### src/drgs_consts.svh
`ifndef DRGS_CONSTS_SVH
`define DRGS_CONSTS_SVH
// Register indices; byte address is four times the index
`define DRGS_IDX_DIAG_READY   16'h0528
`define DRGS_IDX_PIN_LEVEL    16'h052A
`define DRGS_ADDR_DIAG_READY  16'h14A0
`define DRGS_ADDR_PIN_LEVEL   16'h14A8
// Block-local control and interrupt registers
`define DRGS_ADDR_IRQ_STAT    16'h14B0
`define DRGS_ADDR_IRQ_MASK    16'h14B4
`define DRGS_ADDR_CTRL        16'h14B8
// Field positions of the ready flags
`define DRGS_BIT_CELL_AUX     0
`define DRGS_BIT_BAL_SWITCH   1
`define DRGS_BIT_BAL_OW       2
`define DRGS_BIT_CELL_OW      3
`define DRGS_BIT_PIN_CMP      4
`define DRGS_BIT_FILTER       5
`define DRGS_NUM_FLAGS        6
// Control register fields
`define DRGS_CTRL_COMP_START  0
`define DRGS_CTRL_MAIN_START  1
`define DRGS_CTRL_FAULT_INJ   2
// Reset values
`define DRGS_RST_DIAG_READY   8'h00
`define DRGS_RST_PIN_LEVEL    8'h00
`define DRGS_RST_IRQ_MASK     8'h00
// Bus answers
`define DRGS_RESP_OKAY        2'b00
`define DRGS_RESP_DECERR      2'b11
`endif

### src/drgs_pkg.sv
`default_nettype none
package drgs_pkg;
    // Completion pulses from the comparison engines
    typedef struct packed {
        logic pinCmp;   // GPIO comparison pass done
        logic cellOw;   // Cell open-wire pass done
        logic balOw;    // Balancing open-wire pass done, engine halted
        logic balSw;    // Balancing switch pass done, engine halted
        logic cellAux;  // Cell versus aux-cell pass done
    } drgs_done_t;
endpackage
`default_nettype wire

### src/drgs_status_regs.sv
// Chosen here: register access over AXI4-Lite.
`timescale 1ns/1ps
`default_nettype none
`include "drgs_consts.svh"

module drgs_status_regs #(
    parameter int ADDR_W = 16,
    parameter int PINS   = 8
) (
    input  wire logic              ref_clk,
    input  wire logic              rst,
    input  wire logic [ADDR_W-1:0] s_axi_awaddr,
    input  wire logic              s_axi_awvalid,
    output logic                   s_axi_awready,
    input  wire logic [31:0]       s_axi_wdata,
    input  wire logic [3:0]        s_axi_wstrb,
    input  wire logic              s_axi_wvalid,
    output logic                   s_axi_wready,
    output logic [1:0]             s_axi_bresp,
    output logic                   s_axi_bvalid,
    input  wire logic              s_axi_bready,
    input  wire logic [ADDR_W-1:0] s_axi_araddr,
    input  wire logic              s_axi_arvalid,
    output logic                   s_axi_arready,
    output logic [31:0]            s_axi_rdata,
    output logic [1:0]             s_axi_rresp,
    output logic                   s_axi_rvalid,
    input  wire logic              s_axi_rready,
    input  wire drgs_pkg::drgs_done_t engDone,
    input  wire logic              lpfCheckDone,
    input  wire logic              mainRunning,
    input  wire logic [PINS-1:0]   pinLevel,
    input  wire logic [PINS-1:0]   pinIsDigital,
    output logic                   compStartPulse,
    output logic                   mainStartPulse,
    output logic                   filterFaultInject,
    output logic                   irq
);

    localparam int NF = `DRGS_NUM_FLAGS;

    // Latched write address and data channels
    logic [ADDR_W-1:0] awAddr_r;
    logic              awHeld_r;
    logic [31:0]       wData_r;
    logic [3:0]        wStrb_r;
    logic              wHeld_r;
    logic              bValid_r;
    logic [1:0]        bResp_r;
    // Read answer
    logic              rValid_r;
    logic [31:0]       rData_r;
    logic [1:0]        rResp_r;
    // Status and control state
    logic [NF-1:0]     flag_r;            // Ready flags, bits 5..0
    logic [NF-1:0]     setVec;            // Hardware set requests
    logic [NF-1:0]     clrVec;            // Start- and inject-triggered clears
    logic [PINS-1:0]   pinStat_r;         // Pin level mirror
    logic [NF-1:0]     irqStat_r;         // Sticky event bits
    logic [NF-1:0]     irqMask_r;         // One enables the event
    logic              compStart_r;
    logic              mainStart_r;
    logic              faultInj_r;
    logic              injRise;           // Fault inject written 0 to 1
    logic              doWrite;           // Both write halves present
    logic              ctrlWr;            // Low byte write to control
    logic [31:0]       rdMux;
    logic [1:0]        rdResp;

    // Handshake outputs come straight from holding state
    assign s_axi_awready = !awHeld_r && !bValid_r;
    assign s_axi_wready  = !wHeld_r && !bValid_r;
    assign s_axi_bvalid  = bValid_r;
    assign s_axi_bresp   = bResp_r;
    assign s_axi_arready = !rValid_r;
    assign s_axi_rvalid  = rValid_r;
    assign s_axi_rdata   = rData_r;
    assign s_axi_rresp   = rResp_r;

    assign doWrite = awHeld_r && wHeld_r && !bValid_r;
    assign ctrlWr  = doWrite && wStrb_r[0] && (awAddr_r == ADDR_W'(`DRGS_ADDR_CTRL));

    // Write address capture; freed once the write is applied
    always_ff @(posedge ref_clk)
    begin
        if (rst)
        begin
            awHeld_r <= 1'b0;
            awAddr_r <= '0;
        end
        else if (s_axi_awvalid && s_axi_awready)
        begin
            awHeld_r <= 1'b1;
            awAddr_r <= s_axi_awaddr;
        end
        else if (doWrite)
        begin
            awHeld_r <= 1'b0;
        end
    end

    // Write data capture, independent of address order
    always_ff @(posedge ref_clk)
    begin
        if (rst)
        begin
            wHeld_r <= 1'b0;
            wData_r <= '0;
            wStrb_r <= '0;
        end
        else if (s_axi_wvalid && s_axi_wready)
        begin
            wHeld_r <= 1'b1;
            wData_r <= s_axi_wdata;
            wStrb_r <= s_axi_wstrb;
        end
        else if (doWrite)
        begin
            wHeld_r <= 1'b0;
        end
    end

    // Write response; status registers accept and drop writes
    always_ff @(posedge ref_clk)
    begin
        if (rst)
        begin
            bValid_r <= 1'b0;
            bResp_r  <= `DRGS_RESP_OKAY;
        end
        else if (doWrite)
        begin
            bValid_r <= 1'b1;
            case (awAddr_r)
                ADDR_W'(`DRGS_ADDR_DIAG_READY),
                ADDR_W'(`DRGS_ADDR_PIN_LEVEL),
                ADDR_W'(`DRGS_ADDR_IRQ_STAT),
                ADDR_W'(`DRGS_ADDR_IRQ_MASK),
                ADDR_W'(`DRGS_ADDR_CTRL): bResp_r <= `DRGS_RESP_OKAY;
                default:                  bResp_r <= `DRGS_RESP_DECERR;
            endcase
        end
        else if (s_axi_bready)
        begin
            bValid_r <= 1'b0;
        end
    end

    // Control: start bits are one-cycle pulses, inject is a level
    always_ff @(posedge ref_clk)
    begin
        if (rst)
        begin
            compStart_r <= 1'b0;
            mainStart_r <= 1'b0;
            faultInj_r  <= 1'b0;
        end
        else
        begin
            compStart_r <= ctrlWr && wData_r[`DRGS_CTRL_COMP_START];
            mainStart_r <= ctrlWr && wData_r[`DRGS_CTRL_MAIN_START];
            if (ctrlWr)
            begin
                faultInj_r <= wData_r[`DRGS_CTRL_FAULT_INJ];
            end
        end
    end

    assign compStartPulse    = compStart_r;
    assign mainStartPulse    = mainStart_r;
    assign filterFaultInject = faultInj_r;
    // Inject restarts the filter check, so its flag must drop too
    assign injRise = ctrlWr && wData_r[`DRGS_CTRL_FAULT_INJ] && !faultInj_r;

    // Set sources; done pulses already mean the engine has stopped
    assign setVec[`DRGS_BIT_CELL_AUX]   = engDone.cellAux;
    assign setVec[`DRGS_BIT_BAL_SWITCH] = engDone.balSw;
    assign setVec[`DRGS_BIT_BAL_OW]     = engDone.balOw;
    assign setVec[`DRGS_BIT_CELL_OW]    = engDone.cellOw;
    assign setVec[`DRGS_BIT_PIN_CMP]    = engDone.pinCmp;
    assign setVec[`DRGS_BIT_FILTER]     = lpfCheckDone && mainRunning;

    // Clears follow the written start bit in the same edge as its pulse, or a 0 to 1 inject write for the filter flag
    assign clrVec[`DRGS_BIT_PIN_CMP:0]  = {5{ctrlWr && wData_r[`DRGS_CTRL_COMP_START]}};
    assign clrVec[`DRGS_BIT_FILTER]     = (ctrlWr && wData_r[`DRGS_CTRL_MAIN_START])
                                        || injRise;

    // One flag per bit; a set in the clearing cycle wins
    for (genvar i = 0; i < NF; i++)
    begin : g_flag
        always_ff @(posedge ref_clk)
        begin
            if (rst)
            begin
                flag_r[i] <= 1'(`DRGS_RST_DIAG_READY >> i);
            end
            else
            begin
                flag_r[i] <= setVec[i] || (flag_r[i] && !clrVec[i]);
            end
        end

        // Event bit: flag newly raised; write one clears, set wins
        always_ff @(posedge ref_clk)
        begin
            if (rst)
            begin
                irqStat_r[i] <= 1'b0;
            end
            else
            begin
                irqStat_r[i] <= (setVec[i] && !flag_r[i])
                             || (irqStat_r[i] && !(doWrite && wStrb_r[0] && wData_r[i]
                                 && awAddr_r == ADDR_W'(`DRGS_ADDR_IRQ_STAT)));
            end
        end
    end

    // Interrupt mask
    always_ff @(posedge ref_clk)
    begin
        if (rst)
        begin
            irqMask_r <= NF'(`DRGS_RST_IRQ_MASK);
        end
        else if (doWrite && wStrb_r[0] && awAddr_r == ADDR_W'(`DRGS_ADDR_IRQ_MASK))
        begin
            irqMask_r <= wData_r[NF-1:0];
        end
    end

    assign irq = |(irqStat_r & irqMask_r);

    // Pin mirror; pins in analog use read low
    always_ff @(posedge ref_clk)
    begin
        if (rst)
        begin
            pinStat_r <= PINS'(`DRGS_RST_PIN_LEVEL);
        end
        else
        begin
            pinStat_r <= pinLevel & pinIsDigital;
        end
    end

    // Read decode; pure lookup, no side effects on any flag
    always_comb
    begin
        rdMux  = '0;
        rdResp = `DRGS_RESP_OKAY;
        case (s_axi_araddr)
            ADDR_W'(`DRGS_ADDR_DIAG_READY): rdMux[NF-1:0]   = flag_r;
            ADDR_W'(`DRGS_ADDR_PIN_LEVEL):  rdMux[PINS-1:0] = pinStat_r;
            ADDR_W'(`DRGS_ADDR_IRQ_STAT):   rdMux[NF-1:0]   = irqStat_r;
            ADDR_W'(`DRGS_ADDR_IRQ_MASK):   rdMux[NF-1:0]   = irqMask_r;
            ADDR_W'(`DRGS_ADDR_CTRL):       rdMux[`DRGS_CTRL_FAULT_INJ] = faultInj_r;
            default:                        rdResp = `DRGS_RESP_DECERR;
        endcase
    end

    // Read answer registered one cycle after the address is taken
    always_ff @(posedge ref_clk)
    begin
        if (rst)
        begin
            rValid_r <= 1'b0;
            rData_r  <= '0;
            rResp_r  <= `DRGS_RESP_OKAY;
        end
        else if (s_axi_arvalid && s_axi_arready)
        begin
            rValid_r <= 1'b1;
            rData_r  <= rdMux;
            rResp_r  <= rdResp;
        end
        else if (s_axi_rready)
        begin
            rValid_r <= 1'b0;
        end
    end
endmodule // drgs_status_regs

`default_nettype wire

### config.mk
export PLATFORM = sky130hd
export DESIGN_NAME = drgs_status_regs
export DESIGN_NICKNAME = d
export VERILOG_FILES = /design/src/drgs_pkg.sv /design/src/drgs_status_regs.sv
export VERILOG_INCLUDE_DIRS = /design/src /design/src/src
export SDC_FILE = /design/constraint.sdc
export NUM_CORES = 1
export LEC_CHECK = 0
export ABC_AREA = 0
export BUFFER_PORTS_ARGS = -buffer_cell sky130_fd_sc_hd__buf_2
export CORE_UTILIZATION = 46
export CTS_CLUSTER_SIZE = 24
export DETAILED_ROUTE_END_ITERATION = 8
export PLACE_DENSITY = 0.86
export SYNTH_ARGS = -nofsm -noshare
export SYNTH_HDL_FRONTEND = slang
export SYNTH_SLANG_ARGS = --single-unit
### constraint.sdc
create_clock -name ref_clk -period 2.03 [get_ports ref_clk]
set_input_delay 0.1015 -clock ref_clk [delete_from_list [all_inputs] [get_ports ref_clk]]
set_output_delay 0.1015 -clock ref_clk [all_outputs]
set_load 0.02 [all_outputs]
==> results of run 1 <==
-- registers in the layout, indices dropped and copies added, names as in the netlist, 6 cells and up --
signal	count
flag_r	6
irqMask_r	6
pinStat_r	8
s_axi_rdata	8
wData_r	6
awAddr_r	16
irqStat_r	6
-- worst max-delay path, cell delays in order, from the launching register on --
cell and delay (ps):
dfxtp_1 340, nor4bb_1 590, and3_1 480, nand3_1 170, nor3b_1 200
-- final cells by class --
type                    instances  area [µm²]  share of cell area, %
flip-flops and latches         66        1320                   34.0
clock inverters                 2        10.0                  0.258
well taps                      77        96.3                   2.48
multi-input cells             259        1460                   37.7
inverters                      15        56.3                   1.45
repair buffers                121         758                   19.5
clock buffers                  13         179                   4.61
-- per-layer routing --
| metal | global-route usage, % | wire (µm) | vias up |
|---|---|---|---|
| li1 | - | - | 1423 |
| met4 | 6.27 | 87 | 0 |
| met5 | 0 | 0 | - |
| met1 | 24.4 | 3100 | 1270 |
| met3 | 7.75 | 403 | 10 |
| met2 | 37.7 | 3510 | 116 |
-- worst paths after layout --
check,startpoint,endpoint,slack [ps],depth (start not counted)
min reg2reg,s_axi_rdata[6]$_SDFFE_PP0P_,s_axi_rdata[6]$_SDFFE_PP0P_,460,2
max reg2reg,awAddr_r[7]$_SDFFE_PP0P_,mainStartPulse$_SDFF_PP0_,170,4
max,awAddr_r[7]$_SDFFE_PP0P_,mainStartPulse$_SDFF_PP0_,170,4
min,s_axi_wdata[5],wData_r[5]$_SDFFE_PP0P_,10,3
-- stage by stage --
stage	setup WS, ps	cells	hold slack [ps]	power, mW
finish	174	553	11.3	2.84
global route	28.5	553	6.55	2.98
CTS	150	553	0.763	2.86
detailed placement	260	509	296	1.81
global placement	341	509	293	1.79
floorplan	338	382	201	1.72
-- logic make-up (layout without fill, tap and decap cells) --
logic type / count (synthesis) / in the layout
buffers and inverters: 57 / 151
other: 1 / 24
DFF: 66 / 66
muxes: 14 / 14
AOI/OAI and AO/OA: 70 / 70
and+or+nand+nor: 151 / 151
-- where the power goes --
group          switching (mW)  total [mW]  leakage (nW)  internal (mW)
registers              0.0528        1.42         0.542           1.36
logic                   0.225       0.410          1.03          0.186
clock network           0.451        1.02         0.101          0.566
total                   0.728        2.84          1.67           2.12
-- cell usage in the layout (no fill, tap or decap), types with 2 or more instances in the layout --
master / instances
clkinv_2: 2
dfxtp_1: 66
nor3_1: 2
nand3_1: 7
nor4_1: 2
mux2i_1: 12
nor4_2: 3
o22ai_1: 5
a311oi_1: 8
nand3b_1: 4
nand2_1: 51
and3_1: 2
dlygate4sd3_1: 29
nor2_1: 30
and2_1: 3
nor3b_1: 4
o21ai_0: 11
a211oi_1: 2
nor2b_1: 9
nand4_1: 10
or2_2: 2
buf_2: 89
clkbuf_8: 13
inv_1: 15
a22oi_1: 3
buf_4: 3
conb_1: 24
and4b_1: 2
a21oi_1: 35
nand2b_1: 12
o221ai_1: 5
-- timing repair --
| item | 4_1_cts | 5_1_grt |
|---|---|---|
| hold endpoints to repair | 21 | 0 |
| hold buffers | 29 | 0 |
| resized for setup | 0 | 0 |
==> impl_metrics.py, run 1 <==
metrics = {
    "outcome": {
        "outcome": "complete, no violations",
    },
    "sta": {
        "max_clock_freq_ghz": 0.539,
        "post-route-period-util_pct": 91.4,
        "slew_violations": 0,
        "rsz0062_at_grt": "false",
        "skew_ps": 7.52,
        "worst_pin_slew_ps": 700,
        "setup_viol": 0,
        "relSlewSlack_pct": 53.3,
        "final.setup.tns_ps": 0,
        "final_hold_viol_count": 0,
        "layout_min_cycle_time_ps": 1860,
    },
    "power": {
        "ir_drop_mv": 0.573,
        "p_leak_nw": 1.67,
        "power_density_nw_per_um2": 732,
    },
    "grt": {
        "antenna_found_initial": 0,
        "track_usage_pct": 21.5,
        "grt_pass1_wl_mm": 11.9,
        "grt_max_degree": 68,
        "grt_pass1_vias": 2711,
        "overflow": 0,
    },
    "route": {
        "wl_mm": 7.11,
        "ant_nets": 0,
        "vias_per_cell": 5.10,
        "via_count": 2819,
        "drc": 0,
        "routedWlPerCell_um": 12.8,
        "first_pass_iters": 7,
        "drt-initial-drc-count": 153,
    },
    "synth": {
        "muxShareOfSynthArea_pct": 5.11,
        "synth_ff_type": "dfxtp_1",
        "postSynthAreaPerCell_um2": 8.39,
        "async_reset_ff_share_pct": 0,
        "synth_edf_count": 0,
        "ys_seq_area_share_pct": 43.9,
        "synth.area.top_cells": "dfxtp_1, buf_4, nand2_1, a21oi_1, mux2i_1",
        "synthesis.area_um2": 3010,
        "yosys.area_share.simple_pct": 26.5,
        "ys_ff_latch": 66,
        "synth_compound_area_share_pct": 14.0,
        "synth_cell_types": 40,
        "synth_top_family_by_area": "simple AND/OR/NAND/NOR gates",
        "yosys.area_share.adder_pct": 0,
        "yosys-top-cells-count": "dfxtp_1, nand2_1, a21oi_1",
        "synthCells": 359,
        "synth.most_common_cell": "dfxtp_1",
        "synth_top_cell_area_share_pct": 43.9,
        "synth_area_leader_cell": "dfxtp_1",
        "synth-xor-area-share_pct": 0,
        "yosysWarnings": 0,
    },
    "finish": {
        "antennaDiodeCount": 0,
        "syn_to_final_growth_pct": 28.9,
        "layout.nets": 570,
        "fin_util_pct": 61.2,
        "fin_area_um2": 3880,
        "fillers": 542,
        "layout-drive-gt1-share_pct": 24.4,
    },
    "floorplanning": {
        "ios": 143,
        "die_y_um": 82.9,
        "rows": 29,
        "die_area_um2": 6880,
        "die_w_um": 82.9,
        "start_util_pct": 47.4,
        "core_area_um2": 6350,
    },
    "placement": {
        "io_buffers": 89,
        "dpl.hpwl_mm": 4.88,
        "place_area_um2": 3410,
        "finalWeightedCongestion": 0.866,
    },
    "clocking": {
        "cts-root-buf": "clkbuf_8",
        "numCtsBuffers": 9,
        "cts_sinks": 66,
        "cts_setup_buffers": 0,
        "clk_latency_ps": 340,
        "clk_pin_slew_ps": 70,
        "max-clock-path-buffers": 2,
        "ctsHtreeMaxLevel": 3,
        "cts_tree": "yes",
    },
    "worst_setup_path": {
        "required_ps": 2280,
        "cp_max_fo": 9,
        "cp-start-kind": "flop",
        "cp.arrival_ps": 2110,
        "end_kind": "flop",
        "crit_type": "reg2reg",
    },
    "min_path": {
        "worstHoldPathType": "in2reg",
    },
    "job": {
        "maxCapViolations": 0,
    },
}
(Power assumes the default switching activity.)
==> run 2, diff against run 1 <==
--- a/config.mk
+++ b/config.mk
@@ -8,10 +8,11 @@
 export LEC_CHECK = 0
 export ABC_AREA = 0
 export BUFFER_PORTS_ARGS = -buffer_cell sky130_fd_sc_hd__buf_2
+export CORE_MARGIN = 2
 export CORE_UTILIZATION = 46
 export CTS_CLUSTER_SIZE = 24
 export DETAILED_ROUTE_END_ITERATION = 8
-export PLACE_DENSITY = 0.86
+export PLACE_DENSITY = 0.85
 export SYNTH_ARGS = -nofsm -noshare
 export SYNTH_HDL_FRONTEND = slang
 export SYNTH_SLANG_ARGS = --single-unit
==> run 2 against run 1 <==
Against the previous run: total power grew 8.1%; count of clock-buffer cells in the layout down 1; maximum frequency increased by 9.3%; hold slack got worse by 1.6 ps; final cell count grew 0.72%; largest power group unchanged; design area increased by 1.8%; worst setup slack gained 160 ps; wire length increased by 5.0%; critical path depth increased by 1; highest routed layer unchanged.
==> impl_metrics.py, run 2 (synthesis results as in run 1) <==
metrics = {
    "outcome": {
        "outcome": "complete, no violations",
    },
    "grt": {
        "overflow": 0,
        "track_usage_pct": 21.2,
        "grt_pass1_vias": 2742,
        "grt_pass1_wl_mm": 12.3,
        "grt_max_degree": 68,
        "antenna_found_initial": 0,
    },
    "floorplanning": {
        "core_area_um2": 6350,
        "die_y_um": 84.9,
        "ios": 143,
        "die_w_um": 84.9,
        "start_util_pct": 47.4,
        "die_area_um2": 7210,
        "rows": 29,
    },
    "route": {
        "drc": 0,
        "wl_met3_um": 501,
        "topRoutingLayerUsed": "met4",
        "routed-wl-met2_mm": 3.88,
        "wl_met1_mm": 2.98,
        "drt-initial-drc-count": 140,
        "vias_per_cell": 5.15,
        "first_pass_iters": 4,
        "wl_mm": 7.46,
        "ant_nets": 0,
        "via_count": 2869,
        "routedWlPerCell_um": 13.4,
    },
    "placement": {
        "pre_cts_ws_ps": 312,
        "io_buffers": 89,
        "dpl.hpwl_mm": 5.13,
        "finalWeightedCongestion": 0.830,
        "place_area_um2": 3410,
    },
    "sta": {
        "max_clock_freq_ghz": 0.589,
        "final.setup.tns_ps": 0,
        "layout_min_cycle_time_ps": 1700,
        "final_hold_viol_count": 0,
        "skew_ps": 6.87,
        "setup_viol": 0,
        "worst_pin_slew_ps": 663,
        "relSlewSlack_pct": 55.7,
        "final.setup.worst_slack_ps": 333,
        "whs_ps": 9.69,
        "rsz0062_at_grt": "false",
        "slew_violations": 0,
        "post-route-period-util_pct": 83.6,
    },
    "power": {
        "power_density_nw_per_um2": 777,
        "p_leak_nw": 1.70,
        "ir_drop_mv": 0.642,
    },
    "worst_setup_path": {
        "cp_max_fo": 6,
        "end_kind": "flop",
        "max_stage_delay_ps": 470,
        "crit_type": "reg2reg",
        "critical-path-slowest-cell": "nor4bb_1",
        "required_ps": 2230,
        "crit_chain": "nor4bb_1 > nand4_1 > nor4_2 > buf_4 > a311oi_1",
        "cp.arrival_ps": 1890,
        "cp-start-kind": "flop",
    },
    "finish": {
        "fin_area_um2": 3960,
        "layout-drive-gt1-share_pct": 24.2,
        "mostFrequentLayoutCell": "buf_2",
        "fillers": 549,
        "largest_reg_flops": 16,
        "syn_to_final_growth_pct": 31.3,
        "top_register": "awAddr_r",
        "antennaDiodeCount": 0,
        "layout.nets": 573,
        "fin_util_pct": 62.3,
        "final_cell_mix": "buf_2, dfxtp_1, nand2_1",
    },
    "job": {
        "maxCapViolations": 0,
    },
    "clocking": {
        "cts_resized": 0,
        "max-clock-path-buffers": 2,
        "cts-root-buf": "clkbuf_8",
        "clk_latency_ps": 340,
        "cts_sinks": 66,
        "ctsHtreeMaxLevel": 3,
        "cts_setup_buffers": 0,
        "clk_pin_slew_ps": 70,
        "cts_tree": "yes",
        "numCtsBuffers": 9,
    },
    "min_path": {
        "worstHoldPathType": "in2reg",
    },
}
run 2: cell types whose count changed in the layout (fill, tap and decap cells not counted), sizes merged:
| cell | previous run | this run |
|---|---|---|
| bufinv | 0 | 2 |
| clkbuf | 13 | 12 |
| dlygate4sd3 | 29 | 32 |
run 2: metrics by stage:
| stage | total power [mW] | std cells |
|---|---|---|
| final | 3.07 | 557 |
| after global routing | 3.22 | 557 |
| after CTS | 3.10 | 557 |
| after detailed placement | 1.81 | 509 |
| after global placement | 1.80 | 509 |
| after floorplan | 1.72 | 382 |
run 2: worst paths after layout:
check                               to  cells after the start                       from  slack, ps
max reg2reg    irqStat_r[4]$_SDFF_PP0_                      5   awAddr_r[7]$_SDFFE_PP0P_        330
min reg2reg  awAddr_r[11]$_SDFFE_PP0P_                      2  awAddr_r[11]$_SDFFE_PP0P_        460
min            wStrb_r[0]$_SDFFE_PP0P_                      3             s_axi_wstrb[0]         10
max            irqStat_r[4]$_SDFF_PP0_                      5   awAddr_r[7]$_SDFFE_PP0P_        330
run 2: power by group:
part / internal (mW) / switching [mW] / total (mW)
registers: 1.36 / 0.0533 / 1.42
clock network: 0.759 / 0.477 / 1.24
logic: 0.190 / 0.230 / 0.420
total: 2.31 / 0.761 / 3.07
run 2: routing by layer:
metal / GRT usage, % / vias up
li1: - / 1434
met1: 24.0 / 1312
met2: 38.2 / 109
met3: 7.10 / 14
met4: 5.92 / 0
met5: 0 / -
run 2: critical path: cells and delay by family, from the launching register on:
kind,cells,cell delay (ps)
compound gates,1,100
simple gates,3,930
flops,1,330
buf+inv,1,190
run 2: cell type report:
cell class,instances,area [µm²],share of cell area [%]
multi-input cells,259,1460,37.0
flip-flops and latches,66,1320,33.4
repair buffers,124,788,19.9
clock buffers,12,155,3.92
well taps,77,96.3,2.44
clock inverters,4,73.8,1.87
inverters,15,56.3,1.42
run 2: what timing repair did:
item | CTS | global route
hold endpoints to repair | 24 | 0
setup endpoints to repair | 0 | 0
hold buffers | 32 | 0
==> run 3, diff against run 2 <==
--- a/config.mk
+++ b/config.mk
@@ -9,10 +9,10 @@
 export ABC_AREA = 0
 export BUFFER_PORTS_ARGS = -buffer_cell sky130_fd_sc_hd__buf_2
 export CORE_MARGIN = 2
-export CORE_UTILIZATION = 46
+export CORE_UTILIZATION = 42
 export CTS_CLUSTER_SIZE = 24
 export DETAILED_ROUTE_END_ITERATION = 8
-export PLACE_DENSITY = 0.85
+export PLACE_DENSITY = 0.82
 export SYNTH_ARGS = -nofsm -noshare
 export SYNTH_HDL_FRONTEND = slang
 export SYNTH_SLANG_ARGS = --single-unit
==> constraint.sdc (replaced) <==
create_clock -name ref_clk -period 1.5 [get_ports ref_clk]
set_input_delay 0.075 -clock ref_clk [delete_from_list [all_inputs] [get_ports ref_clk]]
set_output_delay 0.075 -clock ref_clk [all_outputs]
set_load 0.02 [all_outputs]
==> run 3 against run 2 <==
Against the previous run: the flow now finishes with violations (negative setup slack); first-iteration DRC count decreased by 2.9%; clock skew up 2.5 ps; flip-flop and latch count unchanged; worst setup slack got worse by 370 ps; sequential power increased by 35%; combinational power up 58%; maximum frequency grew 10%; hold slack improved by 22 ps; global-route usage shrank 0.41 points; total power up 44%; critical path type unchanged; critical endpoint is now irqMask_r[0]$_SDFFE_PP0P_; largest cell class unchanged.
==> impl_metrics.py, run 3 (synthesis results as in run 1) <==
metrics = {
    "outcome": {
        "outcome": "finished with violations",
        "violations": "negative setup slack",
    },
    "grt": {
        "track_usage_pct": 20.8,
        "antenna_found_initial": 0,
        "grt_max_degree": 68,
        "grt_pass1_vias": 2792,
        "grt_pass1_wl_mm": 12.5,
        "overflow": 0,
    },
    "sta": {
        "worst_pin_slew_ps": 661,
        "layout_min_cycle_time_ps": 1540,
        "final_hold_viol_count": 0,
        "max_clock_freq_ghz": 0.650,
        "slew_violations": 0,
        "setup_viol": 7,
        "relSlewSlack_pct": 55.9,
        "skew_ps": 9.36,
        "rsz0062_at_grt": "true",
        "final.setup.worst_slack_ps": -39.5,
        "post-route-period-util_pct": 103,
        "whs_ps": 32.1,
    },
    "worst_setup_path": {
        "cp_max_fo": 7,
        "r2r_start": "awAddr_r[6]$_SDFFE_PP0P_",
        "cp.arrival_ps": 1810,
        "max_stage_delay_ps": 340,
        "crit_type": "reg2reg",
        "crit_path_frequent_cell": "buf_4",
        "required_ps": 1770,
        "critPathLaunch": "awAddr_r[6]$_SDFFE_PP0P_",
        "cp-start-kind": "flop",
        "crit_chain": "nor4bb_4 > buf_4 > buf_4 > and3_4 > buf_6 > nand4_1 > a21oi_1",
        "reg2reg_depth": 7,
        "r2r-end": "irqMask_r[0]$_SDFFE_PP0P_",
        "end_kind": "flop",
        "critical-path-slowest-cell": "dfxtp_2",
        "r2r_setup_slack_ps": -40,
    },
    "power": {
        "fin_total_pwr_mw": 4.41,
        "ir_drop_mv": 0.835,
        "p_leak_nw": 1.85,
        "power_density_nw_per_um2": 1020,
    },
    "finish": {
        "layout-drive-gt1-share_pct": 28.1,
        "top_register": "awAddr_r",
        "final_cell_mix": "buf_2, dfxtp_1, nand2_1",
        "syn_to_final_growth_pct": 43.9,
        "fin_util_pct": 63.1,
        "final_cell_count_no_fill": 604,
        "mostFrequentLayoutCell": "buf_2",
        "largest_reg_flops": 16,
        "antennaDiodeCount": 0,
        "fillers": 560,
        "layout.nets": 601,
    },
    "route": {
        "ant_nets": 0,
        "drt-initial-drc-count": 136,
        "drc": 0,
        "wl_mm": 8.24,
        "vias_per_cell": 5.03,
        "via_count": 3037,
        "first_pass_iters": 4,
        "routedWlPerCell_um": 13.6,
    },
    "placement": {
        "finalWeightedCongestion": 0.821,
        "pre_cts_ws_ps": -122,
        "io_buffers": 89,
        "dp_cells": 540,
        "dpl.hpwl_mm": 5.26,
    },
    "floorplanning": {
        "start_util_pct": 43.9,
        "ios": 143,
        "die_area_um2": 7870,
        "die_y_um": 88.7,
        "core_area_um2": 6870,
        "die_w_um": 88.7,
        "rows": 30,
    },
    "clocking": {
        "max-clock-path-buffers": 2,
        "cts_sinks": 66,
        "cts_tree": "yes",
        "clk_latency_ps": 350,
        "cts-root-buf": "clkbuf_8",
        "clk_pin_slew_ps": 80,
        "numCtsBuffers": 9,
        "ctsHtreeMaxLevel": 3,
    },
    "min_path": {
        "worstHoldStart": "s_axi_arvalid",
        "holdPathEnd": "s_axi_rvalid$_SDFFE_PP0P_",
        "min_path_cells": 3,
        "worstHoldPathType": "in2reg",
    },
    "job": {
        "maxCapViolations": 0,
    },
}
run 3: changes by cell type in the layout (fill, tap and decap cells not counted), moves of 3 or more:
cell | before | now
buf_4 | 3 | 14
dfxtp_1 | 66 | 63
dfxtp_2 | 0 | 3
dlygate4sd3_1 | 32 | 47
o21ai_0 | 11 | 4
o21ai_1 | 0 | 5
run 3: repair_timing:
item,in CTS,in global routing
hold buffers,47,0
endpoints found under the setup margin,19,24
hold endpoints to repair,38,0
pin swaps,4,8
setup buffers,0,1
resized for setup,9,13
run 3: through the flow:
stage,cell area [µm²],setup TNS (ps)
6_report,4340,-108
5_1_grt,4340,-1790
4_1_cts,4290,-12.0
3_5_place_dp,3540,-961
3_3_place_gp,3540,-712
2_1_floorplan,3110,-458
run 3: final cells by class:
cell class	instances	area (µm²)	area share, %
Multi-Input combinational cell	259	1530	35.4
Sequential cell	66	1330	30.6
Clock buffer	9	124	2.86
Clock inverter	7	125	2.89
Tap cell	96	120	2.77
Timing Repair Buffer	152	1050	24.3
Inverter	15	56.3	1.30
run 3: layer usage:
metal	global-route usage [%]	wire length [µm]	vias to the layer above
met4	7.02	218	0
met1	22.8	3340	1401
met5	0	0	-
met2	37.4	4180	123
met3	7.18	498	25
li1	-	-	1488
run 3: worst max path at each step:
stage,end,slack (ps)
2_1_floorplan,irqStat_r[1]$_SDFF_PP0_,-60
3_5_place_dp,s_axi_rdata[1]$_SDFFE_PP0P_,-120
3_3_place_gp,s_axi_rdata[5]$_SDFFE_PP0P_,-70
5_1_grt,irqStat_r[4]$_SDFF_PP0_,-150
4_1_cts,irqStat_r[4]$_SDFF_PP0_,-8
6_report,irqMask_r[0]$_SDFFE_PP0P_,-40
run 3: where the power goes:
| part | total, mW | leakage (nW) | switching [mW] | internal, mW |
|---|---|---|---|---|
| Clock | 1.83 | 0.124 | 0.711 | 1.12 |
| Combinational | 0.662 | 1.19 | 0.342 | 0.320 |
| Sequential | 1.92 | 0.543 | 0.0719 | 1.85 |
run 3: worst max-delay path: cells and delay by family, from the launching register on:
family,cells,cell delay (ps)
AOI/OAI and AO/OA,1,180
buffers and inverters,3,390
DFF,1,340
and+or+nand+nor,3,560
